## config.mk

```make
export PLATFORM = sky130hd
export DESIGN_NAME = nav_text_formatter
export DESIGN_NICKNAME = d
export VERILOG_FILES = /design/src/rtl/nav_text_formatter.v
export VERILOG_INCLUDE_DIRS = /design/src /design/src/rtl
export SDC_FILE = /design/constraint.sdc
export NUM_CORES = 2
export LEC_CHECK = 0
export BUFFER_PORTS_ARGS = -buffer_cell sky130_fd_sc_hd__buf_2
export CAP_MARGIN = 20
export CORE_MARGIN = 5
export CORE_UTILIZATION = 57
export CTS_CLUSTER_DIAMETER = 80
export CTS_CLUSTER_SIZE = 8
export DETAILED_ROUTE_END_ITERATION = 10
export PLACE_DENSITY = 0.75
export SLEW_MARGIN = 20
export SYNTH_ARGS = -nofsm -noshare
export SYNTH_HDL_FRONTEND = slang
export SYNTH_SLANG_ARGS = --single-unit
```

## constraint.sdc

```tcl
create_clock -name clock -period 35.2 [get_ports clock]
set_input_delay 1.76 -clock clock [delete_from_list [all_inputs] [get_ports clock]]
set_output_delay 1.76 -clock clock [all_outputs]
set_load 0.03 [all_outputs]
```

## src/rtl/nav_text_map.vh

```
// constants for the navigation text formatter
`ifndef NAV_TEXT_MAP_VH
`define NAV_TEXT_MAP_VH
// message kinds on msg_kind
`define KIND_RAW 2'h0
`define KIND_ALM 2'h1
`define KIND_EPH 2'h2
// ascii characters
`define CH_STX 8'h02
`define CH_ETX 8'h03
`define CH_CR 8'h0D
`define CH_LF 8'h0A
`define CH_COMMA 8'h2C
`define CH_BANG 8'h21
`define CH_ALM 8'h41
`define CH_EPH 8'h45
`define CH_DOT 8'h2E
`define CH_MINUS 8'h2D
`define CH_ZERO 8'h30
`define CH_ALPHA 8'h37
// quality byte field positions
`define LC_MSB 4
`define PHCLS_LSB 5
`define MP_UNKNOWN 4'hF
// phase error thresholds, units of 1e-5 cycle
`define PH_T0 17'h00187
`define PH_T1 17'h002B8
`define PH_T2 17'h004D7
`define PH_T3 17'h008A0
`define PH_T4 17'h00F5D
`define PH_T5 17'h01B5E
`define PH_T6 17'h030C0
// pseudorange error thresholds, units of 1e-3
`define PR_T0 16'h0014
`define PR_T1 16'h001E
`define PR_T2 16'h002D
`define PR_T3 16'h0042
`define PR_T4 16'h0063
`define PR_T5 16'h0094
`define PR_T6 16'h00DC
`define PR_T7 16'h0149
`define PR_T8 16'h01EB
`define PR_T9 16'h02DC
`define PR_T10 16'h0444
`define PR_T11 16'h065D
`define PR_T12 16'h097E
`define PR_T13 16'h0E29
`define PR_T14 16'h1521
// one cycle and its half, in thousandths of a cycle
`define DEV_MOD 32'h000003E8
`define DEV_HALF 32'h000001F4
// 1e8 cycles of L2 in thousandths of a cycle
`define L2_MOD 41'h0174876E800
// almanac satellites up to this number come from subframe 5
`define ALM_SF5_MAX 8'h18
`define DEC_TOP 4'hB
`endif

```

## src/rtl/nav_text_formatter.v

```verilog
// ascii formatter for raw tail, almanac and ephemeris messages
// What this block does
// quality bytes as two hex chars, high first
// l2 byte bits 0-4: loss counter mod 32
// l2 byte bits 5-7: phase error class
// p/y byte bits 0-3: multipath, 1111 unknown
// p/y byte bits 4-7: pseudorange error class
// phase deviation in millicycles, centred mod one
// l2 phase in millicycles, wraps at 1e8
// almanac: stx, time, params, one line, etx
// time line: id, week, comma, seconds
// week counted from 1980, rollover resolved
// almanac params: satellite, then reference week
// almanac words 3-10 from subframe 4/5
// word as six hex chars, bits 1-4 first
// almanac words ascending, commas, end of line
// ephemeris: time, satellite, three lines, framed
// ephemeris lines from subframes 1, 2, 3
// ephemeris lines: eight words, commas, eol
// hex digits 0-9 and uppercase A-F
`timescale 1ns/100ps
`include "nav_text_map.vh"
module nav_text_formatter (
  input wire clock, // system clock, 200 MHz
  input wire rst_n, // synchronous reset, active low
  input wire start, // pulse: begin a message
  input wire [1:0] msg_kind, // message kind, taken with start
  output reg busy, // high while a message is emitted
  input wire [15:0] gps_week, // full gps week number
  input wire [31:0] gps_tow, // time of week in tenths of s
  input wire [7:0] sv_num, // satellite number
  input wire [15:0] alm_week, // almanac reference week
  input wire word_wr, // pulse: store a navigation word
  input wire [2:0] word_sf, // subframe 1 to 5
  input wire [3:0] word_num, // word 3 to 10
  input wire [23:0] word_data, // word bits 1-24, bit 1 at msb
  input wire cont_lost, // pulse: l2 phase continuity lost
  input wire [16:0] phase_err, // l2 phase error, 1e-5 cycle
  input wire [15:0] pr_err, // p/y pseudorange error, 1e-3
  input wire [3:0] mp_err, // multipath error indicator
  input wire mp_valid, // multipath indicator determined
  input wire [31:0] dev_in, // l1 p/y - c/a phase, millicycles
  input wire [31:0] cdev_l1, // p l1 - c/a code dev, 1e-10 s
  input wire [31:0] cdev_l2, // p l2 - c/a code dev, 1e-10 s
  input wire l2_upd, // pulse: add l2_delta to l2 phase
  input wire [31:0] l2_delta, // signed l2 phase step, millicycles
  input wire [31:0] l2_speed, // l2 carrier speed, millicycles
  output reg [7:0] out_data, // ascii character
  output reg out_valid, // character valid
  input wire out_ready // consumer takes the character
);

  // engine states, one-hot
  localparam S_IDLE = 6'h01;
  localparam S_STEP = 6'h02;
  localparam S_DEC = 6'h04;
  localparam S_HEX = 6'h08;
  localparam S_LF = 6'h10;
  localparam S_SEP = 6'h20;
  // script operations
  localparam OP_CHR = 3'h0;
  localparam OP_DEC = 3'h1;
  localparam OP_HEX8 = 3'h2;
  localparam OP_EOL = 3'h3;
  localparam OP_WORDS = 3'h4;
  localparam OP_NOP = 3'h5;
  localparam OP_END = 3'h6;

  reg [5:0] st_q; // engine state
  reg [1:0] kind_q; // message kind in progress
  reg [4:0] step_q; // script position
  reg [40:0] rem_q; // decimal remainder
  reg [3:0] pw_q; // current power of ten
  reg [3:0] dig_q; // current decimal digit
  reg started_q; // a digit has gone out
  reg dot_q; // a point is still due before last digit
  reg sgn_q; // minus sign still due
  reg [23:0] hexv_q; // value being sent in hex
  reg [2:0] nib_q; // hex characters left
  reg words_q; // inside a data line block
  reg [1:0] line_q; // data line number
  reg [2:0] word_q; // word in line, 0 is word 3
  reg [4:0] lc_q; // loss of continuity counter
  reg [40:0] l2_acc_q; // l2 phase accumulator
  reg [23:0] mem_q [0:39]; // five subframes of eight words
  wire free; // output slot can take a character
  assign free = !out_valid || out_ready;

  ////////////////////////////////////////////////////////////////////////
  // helpers

  // nibble to ascii hex character
  function [7:0] hex_ch;
    input [3:0] n;
    begin
      if (n < 4'hA) begin
        hex_ch = `CH_ZERO + {4'h0, n};
      end else begin
        hex_ch = `CH_ALPHA + {4'h0, n};
      end
    end
  endfunction

  // power of ten table
  function [40:0] pow10;
    input [3:0] i;
    begin
      case (i)
        4'h0: pow10 = 41'h00000000001;
        4'h1: pow10 = 41'h0000000000A;
        4'h2: pow10 = 41'h00000000064;
        4'h3: pow10 = 41'h000000003E8;
        4'h4: pow10 = 41'h00000002710;
        4'h5: pow10 = 41'h000000186A0;
        4'h6: pow10 = 41'h000000F4240;
        4'h7: pow10 = 41'h00000989680;
        4'h8: pow10 = 41'h00005F5E100;
        4'h9: pow10 = 41'h0003B9ACA00;
        4'hA: pow10 = 41'h002540BE400;
        default: pow10 = 41'h0174876E800;
      endcase
    end
  endfunction

  ////////////////////////////////////////////////////////////////////////
  // quality bytes

  reg [2:0] ph_cls; // phase error class
  reg [3:0] pr_cls; // pseudorange error class
  wire [7:0] q_l2; // l2 carrier quality byte
  wire [7:0] q_py; // p/y code quality byte

  // classify errors against the threshold ladders
  always @* begin
    if (phase_err <= `PH_T0) ph_cls = 3'h0;
    else if (phase_err <= `PH_T1) ph_cls = 3'h1;
    else if (phase_err <= `PH_T2) ph_cls = 3'h2;
    else if (phase_err <= `PH_T3) ph_cls = 3'h3;
    else if (phase_err <= `PH_T4) ph_cls = 3'h4;
    else if (phase_err <= `PH_T5) ph_cls = 3'h5;
    else if (phase_err <= `PH_T6) ph_cls = 3'h6;
    else ph_cls = 3'h7; // above the top step
    if (pr_err <= `PR_T0) pr_cls = 4'h0;
    else if (pr_err <= `PR_T1) pr_cls = 4'h1;
    else if (pr_err <= `PR_T2) pr_cls = 4'h2;
    else if (pr_err <= `PR_T3) pr_cls = 4'h3;
    else if (pr_err <= `PR_T4) pr_cls = 4'h4;
    else if (pr_err <= `PR_T5) pr_cls = 4'h5;
    else if (pr_err <= `PR_T6) pr_cls = 4'h6;
    else if (pr_err <= `PR_T7) pr_cls = 4'h7;
    else if (pr_err <= `PR_T8) pr_cls = 4'h8;
    else if (pr_err <= `PR_T9) pr_cls = 4'h9;
    else if (pr_err <= `PR_T10) pr_cls = 4'hA;
    else if (pr_err <= `PR_T11) pr_cls = 4'hB;
    else if (pr_err <= `PR_T12) pr_cls = 4'hC;
    else if (pr_err <= `PR_T13) pr_cls = 4'hD;
    else if (pr_err <= `PR_T14) pr_cls = 4'hE;
    else pr_cls = 4'hF; // above the top step
  end

  assign q_l2 = {ph_cls, lc_q};
  assign q_py = {pr_cls, mp_valid ? mp_err : `MP_UNKNOWN};

  ////////////////////////////////////////////////////////////////////////
  // measurement state: loss counter, l2 phase, word store

  wire [40:0] l2_sum; // accumulator plus step
  assign l2_sum = l2_acc_q + {{9{l2_delta[31]}}, l2_delta};

  // counter wraps by width; phase wraps into [0, 1e8 cycles)
  always @(posedge clock) begin
    if (!rst_n) begin
      lc_q <= 5'h00;
      l2_acc_q <= 41'h00000000000;
    end else begin
      if (cont_lost) begin
        lc_q <= lc_q + 5'h01;
      end
      if (l2_upd) begin
        if (l2_sum[40]) begin
          l2_acc_q <= l2_sum + `L2_MOD;
        end else if (l2_sum >= `L2_MOD) begin
          l2_acc_q <= l2_sum - `L2_MOD;
        end else begin
          l2_acc_q <= l2_sum;
        end
      end
    end
  end

  wire [5:0] wr_idx; // store slot of an incoming word
  assign wr_idx = {word_sf - 3'h1, 3'h0} + {3'h0, word_num[2:0] - 3'h3};

  // one flip-flop word per subframe and word slot
  genvar gi;
  generate
    for (gi = 0; gi < 40; gi = gi + 1) begin : g_word
      always @(posedge clock) begin
        if (!rst_n) begin
          mem_q[gi] <= 24'h000000;
        end else if (word_wr && wr_idx == gi) begin
          mem_q[gi] <= word_data;
        end
      end
    end
  endgenerate

  // subframe of the word being sent
  wire [2:0] rd_sf;
  assign rd_sf = (kind_q == `KIND_EPH) ? {1'b0, line_q} + 3'h1 :
    (sv_num <= `ALM_SF5_MAX) ? 3'h5 : 3'h4;
  wire [5:0] rd_base; // first slot of that subframe
  assign rd_base = {rd_sf - 3'h1, 3'h0};
  wire [2:0] nxt_word; // next word position
  assign nxt_word = word_q + 3'h1;

  ////////////////////////////////////////////////////////////////////////
  // decimal sources

  wire signed [31:0] dev_mod; // deviation reduced to one cycle
  reg signed [31:0] dev_c; // deviation centred on zero
  assign dev_mod = $signed(dev_in) % $signed(`DEV_MOD);
  always @* begin
    if (dev_mod >= $signed(`DEV_HALF)) begin
      dev_c = dev_mod - $signed(`DEV_MOD);
    end else if (dev_mod < -$signed(`DEV_HALF)) begin
      dev_c = dev_mod + $signed(`DEV_MOD);
    end else begin
      dev_c = dev_mod;
    end
  end

  ////////////////////////////////////////////////////////////////////////
  // message script

  reg [2:0] op_c; // operation at this step
  reg [7:0] ch_c; // fixed character
  reg [40:0] val_c; // signed decimal value
  reg dot_c; // decimal has one fractional digit
  reg [7:0] qb_c; // quality byte for hex output
  reg [1:0] last_c; // last data line number

  always @* begin
    op_c = OP_END;
    ch_c = `CH_COMMA;
    val_c = 41'h00000000000;
    dot_c = 1'b0;
    qb_c = q_l2;
    last_c = (kind_q == `KIND_EPH) ? 2'h2 : 2'h0;
    if (kind_q == `KIND_RAW) begin
      // deviation, two code deviations, l2 phase, speed, two bytes
      case (step_q)
        5'h00: begin
          op_c = OP_DEC;
          val_c = {{9{dev_c[31]}}, dev_c};
        end
        5'h02: begin
          op_c = OP_DEC;
          val_c = {{9{cdev_l1[31]}}, cdev_l1};
        end
        5'h04: begin
          op_c = OP_DEC;
          val_c = {{9{cdev_l2[31]}}, cdev_l2};
        end
        5'h06: begin
          op_c = OP_DEC;
          val_c = l2_acc_q;
        end
        5'h08: begin
          op_c = OP_DEC;
          val_c = {{9{l2_speed[31]}}, l2_speed};
        end
        5'h0A: op_c = OP_HEX8;
        5'h0C: begin
          op_c = OP_HEX8;
          qb_c = q_py;
        end
        5'h0D: op_c = OP_EOL;
        5'h01, 5'h03, 5'h05, 5'h07, 5'h09, 5'h0B: op_c = OP_CHR;
        default: op_c = OP_END;
      endcase
    end else begin
      case (step_q)
        5'h00: begin
          op_c = OP_CHR;
          ch_c = `CH_STX;
        end
        5'h01: op_c = OP_EOL;
        5'h02: begin
          op_c = OP_CHR;
          ch_c = `CH_BANG;
        end
        5'h03: begin
          op_c = OP_CHR;
          ch_c = (kind_q == `KIND_EPH) ? `CH_EPH : `CH_ALM;
        end
        5'h04, 5'h06: op_c = OP_CHR;
        5'h05: begin
          op_c = OP_DEC;
          val_c = {25'h0000000, gps_week};
        end
        5'h07: begin
          op_c = OP_DEC;
          val_c = {9'h000, gps_tow};
          dot_c = 1'b1;
        end
        5'h08, 5'h0C: op_c = OP_EOL;
        5'h09: begin
          op_c = OP_DEC;
          val_c = {33'h000000000, sv_num};
        end
        5'h0A: op_c = (kind_q == `KIND_EPH) ? OP_NOP : OP_CHR;
        5'h0B: begin
          op_c = (kind_q == `KIND_EPH) ? OP_NOP : OP_DEC;
          val_c = {25'h0000000, alm_week};
        end
        5'h0D: op_c = OP_WORDS;
        5'h0E: begin
          op_c = OP_CHR;
          ch_c = `CH_ETX;
        end
        default: op_c = OP_END;
      endcase
    end
  end

  ////////////////////////////////////////////////////////////////////////
  // character engine; leaves idle on start, else advances only when the output slot is free

  always @(posedge clock) begin
    if (!rst_n) begin
      st_q <= S_IDLE;
      kind_q <= `KIND_RAW;
      step_q <= 5'h00;
      rem_q <= 41'h00000000000;
      pw_q <= 4'h0;
      dig_q <= 4'h0;
      started_q <= 1'b0;
      dot_q <= 1'b0;
      sgn_q <= 1'b0;
      hexv_q <= 24'h000000;
      nib_q <= 3'h0;
      words_q <= 1'b0;
      line_q <= 2'h0;
      word_q <= 3'h0;
      busy <= 1'b0;
      out_data <= 8'h00;
      out_valid <= 1'b0;
    end else begin
      if (out_ready) begin
        out_valid <= 1'b0; // character taken
      end
      case (st_q)
        S_IDLE: begin
          if (start) begin
            kind_q <= msg_kind;
            step_q <= 5'h00;
            busy <= 1'b1;
            st_q <= S_STEP;
          end
        end
        S_STEP: begin
          if (free) begin
            case (op_c)
              OP_CHR: begin
                out_data <= ch_c;
                out_valid <= 1'b1;
                step_q <= step_q + 5'h01;
              end
              OP_EOL: begin
                out_data <= `CH_CR;
                out_valid <= 1'b1;
                st_q <= S_LF;
              end
              OP_DEC: begin
                sgn_q <= val_c[40];
                rem_q <= val_c[40] ? -val_c : val_c;
                pw_q <= `DEC_TOP;
                dig_q <= 4'h0;
                started_q <= 1'b0;
                dot_q <= dot_c;
                st_q <= S_DEC;
              end
              OP_HEX8: begin
                hexv_q <= {qb_c, 16'h0000};
                nib_q <= 3'h2;
                st_q <= S_HEX;
              end
              OP_WORDS: begin
                words_q <= 1'b1;
                line_q <= 2'h0;
                word_q <= 3'h0;
                hexv_q <= mem_q[rd_base];
                nib_q <= 3'h6;
                st_q <= S_HEX;
              end
              OP_NOP: step_q <= step_q + 5'h01;
              default: begin
                busy <= 1'b0;
                st_q <= S_IDLE;
              end
            endcase
          end
        end
        S_DEC: begin
          if (free) begin
            if (sgn_q) begin
              out_data <= `CH_MINUS;
              out_valid <= 1'b1;
              sgn_q <= 1'b0;
            end else if (rem_q >= pow10(pw_q)) begin
              rem_q <= rem_q - pow10(pw_q);
              dig_q <= dig_q + 4'h1;
            end else if (pw_q == 4'h0 && dot_q) begin
              if (!started_q) begin
                out_data <= `CH_ZERO; // keep a digit before the point
                started_q <= 1'b1;
              end else begin
                out_data <= `CH_DOT;
                dot_q <= 1'b0;
              end
              out_valid <= 1'b1;
            end else begin
              if (started_q || dig_q != 4'h0 || pw_q == 4'h0) begin
                out_data <= `CH_ZERO + {4'h0, dig_q};
                out_valid <= 1'b1;
                started_q <= 1'b1;
              end
              dig_q <= 4'h0;
              if (pw_q == 4'h0) begin
                step_q <= step_q + 5'h01;
                st_q <= S_STEP;
              end else begin
                pw_q <= pw_q - 4'h1;
              end
            end
          end
        end
        S_HEX: begin
          if (free) begin
            out_data <= hex_ch(hexv_q[23:20]);
            out_valid <= 1'b1;
            hexv_q <= {hexv_q[19:0], 4'h0};
            nib_q <= nib_q - 3'h1;
            if (nib_q == 3'h1) begin
              if (!words_q) begin
                step_q <= step_q + 5'h01;
                st_q <= S_STEP;
              end else if (word_q == 3'h7) begin
                st_q <= S_SEP; // line ends after word 10
              end else begin
                st_q <= S_SEP;
              end
            end
          end
        end
        S_SEP: begin
          if (free) begin
            if (word_q == 3'h7) begin
              out_data <= `CH_CR;
              st_q <= S_LF;
            end else begin
              out_data <= `CH_COMMA;
              word_q <= nxt_word;
              hexv_q <= mem_q[rd_base + {3'h0, nxt_word}];
              nib_q <= 3'h6;
              st_q <= S_HEX;
            end
            out_valid <= 1'b1;
          end
        end
        S_LF: begin
          if (free) begin
            out_data <= `CH_LF;
            out_valid <= 1'b1;
            if (words_q && line_q != last_c) begin
              line_q <= line_q + 2'h1;
              word_q <= 3'h0;
              hexv_q <= mem_q[rd_base + 6'h08];
              nib_q <= 3'h6;
              st_q <= S_HEX;
            end else begin
              words_q <= 1'b0;
              line_q <= 2'h0; // next message starts at line one
              step_q <= step_q + 5'h01;
              st_q <= S_STEP;
            end
          end
        end
        default: st_q <= S_IDLE;
      endcase
    end
  end

endmodule

```

## Word-level counts from Yosys, hierarchy flattened

Memories as Yosys holds them, arrays and structs flattened. A register that Yosys moved wholly into a read port is not among the register bits.
Cells that the tools add are included.

- Flip-flop bits (word level): 154
- RAM bits: 960
- Bits in read-only memories: 1120
- Input bits: 310
- Output and inout port bits: 10
- Word-level logic and storage cells: 650
- Memories kept: 3

- Add/sub/neg operators: 24
- Divide/modulo/power cells: 1
- $lt $le $gt $ge: 28
- Equality and inequality tests: 98
- Multiplexer cells: 352
- Bitwise logic cells: 40
- Reduce and logical (&&, ||, !) cells: 85

Memory list:

| memory | words | width | read ports | clocked after memory_dff | wr ports | line | RTL |
|---|---|---|---|---|---|---|---|
| mem_q | 40 | 24 | 3 | 0 | 40 | nav_text_formatter.v:85 | `reg [23:0] mem_q [0:39];` |
| (no name shown) | 16 | 35 | 1 | 1 | 0 | nav_text_formatter.v:108 | `case (i)` |
| (no name shown) | 16 | 35 | 1 | 1 | 0 | nav_text_formatter.v:108 |  |

Operators by type and width:

| kind | count |
|---|---|
| 2-to-1 mux 24 bit | 46 |
| 2-to-1 mux 41 bit | 18 |
| one-hot mux 41 bit (5 select lines) | 1 |
| 2-to-1 mux 1 bit | 159 |
| one-hot mux 32 bit (4 select lines) | 1 |
| 2-to-1 mux 4 bit | 27 |
| == test 6 x 5 -> 1 bit (second input constant) | 17 |
| one-hot mux 24 bit (4 select lines) | 1 |
| 2-to-1 mux 8 bit | 11 |
| one-hot mux 41 bit (2 select lines) | 1 |
| 2-to-1 mux 6 bit | 13 |
| 2-to-1 mux 3 bit | 25 |
| 2-to-1 mux 5 bit | 15 |
| 2-to-1 mux 32 bit | 2 |
| == test 6 x 4 -> 1 bit (second input constant) | 9 |
| == test 6 bit (second input constant) | 9 |
| one-hot mux 24 bit (2 select lines) | 1 |
| inequality test 2 bit (second input constant) | 23 |
| logical AND 1 bit | 42 |
| adder 41 x 37 -> 41 bit (second input constant) | 1 |
| adder 41 bit | 1 |
| greater-or-equal comparator 41 x 37 -> 1 bit (second input constant) | 1 |
| greater-or-equal comparator 41 bit | 1 |
| negation 41 bit | 1 |
| other kinds (93) | 202 |

## Depth between registers and ports, before layout

- Depth in word-level cells: 21
- Gate-level depth with buffers: 88
- Mapped depth without buffers: 69

## Worst setup path after synthesis

Ideal clock, no wire load.

- Path type: input -> register
- Start: input dev_in[3]
- End: register rem_q[39]
- Library setup time: 70 ps
- Data arrival time: 21047 ps
- Required time: 35130 ps
- Slack: 14083 ps
- Stages: 75
- Buffers on the path: 9
- Cells stage by stage: buf_2 > or4_1 > or4_4 > buf_6 > o21ai_2 > xnor2_1 > o2111ai_2 > o21a_1 > o32ai_2 > xnor2_1 > o311ai_1 > o32a_1 > buf_2 > nor4_2 > o211ai_1 > a221oi_4 > o211a_1 > buf_4 > (+39 left out) > o41ai_2 > o41ai_4 > mux2i_1 > a21o_1 > and2_1 > inv_1 > ha_1 > nor3_1 > o2111ai_1 > o211ai_1 > o211ai_1 > a21oi_1 > nand4b_1 > nor4b_2 > nand3_1 > or3_1 > a311o_1 > a21oi_1

- Word-level cells in the longest chain between the ends: 11
- Elaborated cells between the ends (all ways): 14
- Those cells by class: add/sub (3); div (1); order compare (2); mux (8)

RTL lines:

| element | line | RTL |
|---|---|---|
| start, declared | nav_text_formatter.v:42 | `input wire [31:0] dev_in,` |
| modulo 32 x 11 -> 32 bit * | nav_text_formatter.v:222 | `` assign dev_mod = $signed(dev_in) % $signed(`DEV_MOD); `` |
| adder 32 x 11 -> 32 bit or less-than comparator 32 x 10 -> 1 bit (tied branches) | nav_text_formatter.v:227, nav_text_formatter.v:226 |  |
| 2-to-1 mux 32 bit | nav_text_formatter.v:226 | `` end else if (dev_mod < -$signed(`DEV_HALF)) begin `` |
| 2-to-1 mux 32 bit * | nav_text_formatter.v:224 | `` if (dev_mod >= $signed(`DEV_HALF)) begin `` |
| one-hot mux 41 bit (5 select lines) * | nav_text_formatter.v:252 | `case (step_q)` |
| 2-to-1 mux 41 bit * | nav_text_formatter.v:250 | `` if (kind_q == `KIND_RAW) begin `` |
| negation 41 bit | nav_text_formatter.v:377 | `rem_q <= val_c[40] ? -val_c : val_c;` |
| 2-to-1 mux 41 bit * | nav_text_formatter.v:377 |  |
| 2-to-1 mux 41 bit * | nav_text_formatter.v:364 | `case (op_c)` |
| 2-to-1 mux 41 bit * | nav_text_formatter.v:363 | `if (free) begin` |
| one-hot mux 41 bit (2 select lines) * | nav_text_formatter.v:353 | `case (st_q)` |
| end signal, assigned | nav_text_formatter.v:377 |  |
| end signal, assigned | nav_text_formatter.v:412 | `rem_q <= rem_q - pow10(pw_q);` |
| end, declared | nav_text_formatter.v:72 | `reg [40:0] rem_q;` |

Mark *: on every way between the ends. The rest lies on a longest branch, timed or not. The select of a mux whose other input is x is not followed.
A chain may end at the register's enable or synchronous reset.

## Final worst setup path

- Start: input dev_in[0]
- End: register rem_q[36]

The elaborated chain is that of the path after synthesis.

==> run metrics <==
Synth Register Bits=about 1,100; Async S/R FF share, synth=0; Synth Cell Area=70,900 um^2; reg2reg path depth=56; Die Height=~360 um; fmax=37.1 MHz; Max-cap violations=0; die width=~360 um; number of fillers in the final layout=9,516; status=finished, final reports clean; share of layout cells above drive strength 1=0.175; DR iter-0 viols=between 7,000 and 8,000; largest net degree at the start of global routing=106; CTS resizes=0; grt ovf=0; synthesis-to-finish area growth=11.1%; Slowest-stage cell, CP=a21oi_1; met2 Usage GRT=0.531; Worst setup startpoint=dev_in[0]; Detail Route Antenna Nets=0; post-synth net total=around 7,000; starting density of the core=0.573; post-layout net count=7,023; vias=between 50,000 and 60,000; sequential area share after synthesis=0.458; clock latency on the worst-skew pair=0.81 ns; initial antenna violation count=28; GRT Total Usage=0.327; Total Neg Setup Slack=0 ns; reg2reg setup slack=24.80 ns; row count=between 100 and 150; first-pass GRT wire length=328,000 um; Post-CTS Repair Setup Buffers=0; Yosys Warn Count=0; syn_area_per_cell=roughly 11 um^2; Die Area=131,000 um^2; commonest cells after routing, fill and taps aside=and2_1, edfxtp_1, nand2_1, nor2_1; clock skew=approximately 0.053 ns; Worst path max stage delay=0.81 ns; post-layout min period=around 27 ns; TritonCTS clock tree=done; fin crit share=0.766; CTS Buf Count=~160; Max FO, Critical Path=22; Critical Path Sink=rem_q[36]; Final Wtd Congestion=~0.96; PortBufs=roughly 320; Clock Tree Buf Depth=3; Post-synth EDFFs=960; CTS Hold Bufs=0; worst path arrival time=27.57 ns; HP Class=register to register; Final Hold Fails=0; Reg clk slew, reported paths=0.06 ns; # IOs=320; htree depth=4; Slew Viols, Final=0; GR Util met1=0.414; Sink Count=1,142; DRC=0; drt via density=6.75; core area=124,000 um^2; Crit path required time=about 36 ns; met3 Resource Use GR=0.0748; # setup viols final=0; CP Capture Type=register; Routed WL=about 220,000 um; measured slew at the worst slew-check pin=1.16 ns; Unique masters post-synth=135; Register Area=32,500 um^2; crit start category=input pin; clock tree root buffer cell=clkbuf_16; leading cell type in the layout, fill and taps excluded=and2_1; Crit Path Category=input pin to register; Post-synth top flop=edfxtp_1; Syn Inst Count=6,466; dpl hpwl=approximately 150,000 um; Wirelength per Cell=26.7 um; most frequent CP cell=mux2i_1; GRT Max-Usage Layer=met2; RSZ-0062 raised after global routing=no; vias in the first global route=about 54,000; Max transition margin=0.215; area of the multi-input gates=36,500 um^2; first drt pass iteration count=9
-- metal layers --
| metal | vias up | wire [um] |
|---|---|---|
| met1 | 27600 | 80200 |
| li1 | 24600 | - |
| met5 | - | 82 |
| met3 | 656 | 23500 |
| met2 | 3329 | 105000 |
| met4 | 12 | 12700 |
-- how the worst min path moves through the flow --
stage	start	endpoint	cells after the start
2_1_floorplan	rem_q[0]	rem_q[0]	2
3_3_place_gp	rem_q[11]	rem_q[11]	2
3_5_place_dp	rem_q[10]	rem_q[10]	2
4_1_cts	rem_q[10]	rem_q[10]	2
5_1_grt	rem_q[8]	rem_q[8]	2
6_report	rem_q[10]	rem_q[10]	2
-- registers in the layout, summed over array words and instances (netlist names), 5 cells and up, named ones only --
signal	flops
st_q	6
step_q	5
mem_q	960
out_data	7
hexv_q	24
l2_acc_q	41
lc_q	5
rem_q	41
-- stage by stage --
stage,setup WS [ns],hold WS (ns),util,cells,instance area (um^2)
global route,6.88,0.476,0.637,8304,78700
floorplan,14.08,0.432,-,6466,70900
detailed placement,8.29,0.452,0.599,8074,74000
CTS,9.02,0.458,0.637,8302,78700
finish,8.25,0.460,0.637,8322,78800
global placement,8.55,0.444,0.598,8073,74000
-- final cells by class --
cell class / count / area share
clock inverter: 16 / 0.00508
timing repair buffer: 442 / 0.0325
antenna: 19 / 0.000604
inverter: 115 / 0.00550
clock buffer: 212 / 0.0545
multi-input combinational: 4739 / 0.464
tap: 1637 / 0.0260
sequential: 1142 / 0.412
-- cell families after synthesis --
kind of cell    count (synthesis)  share of synthesized area
xor+xnor                      272                     0.0341
other cells                     1                  0.0000529
simple gates                 2458                      0.186
mux                           485                      0.128
fa+ha+maj                     115                     0.0204
compound gates               1408                      0.141
buf+inv                       585                     0.0320
flops                        1142                      0.458
-- critical path: cells and delay by family --
kind | cells | cell delay [ns]
adders and majority gates | 1 | 0.23
xor gates and xnor gates | 4 | 1.21
muxes | 7 | 3.05
buffers and inverters | 2 | 0.26
AOI/OAI and AO/OA | 41 | 15.65
and+or+nand+nor | 12 | 5.30
-- cells in the mapped netlist (all sizes together) (20+ instances only) --
master  count  area [um^2]
nand2b     31          194
or4        20          154
o21ai     252         1290
mux2i     137         1380
a21o       68          512
a21boi     22          176
o22ai      36          225
a221oi     38          387
o211ai     56          425
o21a       33          248
a211oi     62          490
nand2     454         1700
a31oi      76          524
nor2b      33          206
o31ai      40          403
ha        109         1360
and2     1011         6320
xor2       95          840
nor4       42          290
nor3      122          631
inv       113          424
xnor2     176         1560
o211a      29          290
a22oi      33          248
o21bai     42          319
a21oi     345         1760
and3       31          194
or2        34          213
a222oi     25          250
nand3     139          696
nand4      51          325
or3        31          209
edfxtp    960        28800
buf        77          362
dfxtp     182         3640
mux4      336         7570
nor2      400         1500
clkbuf    393         1480
Power is not shown: default switching activity piles up to over one toggle a cycle in this logic, so the estimate is an artifact.
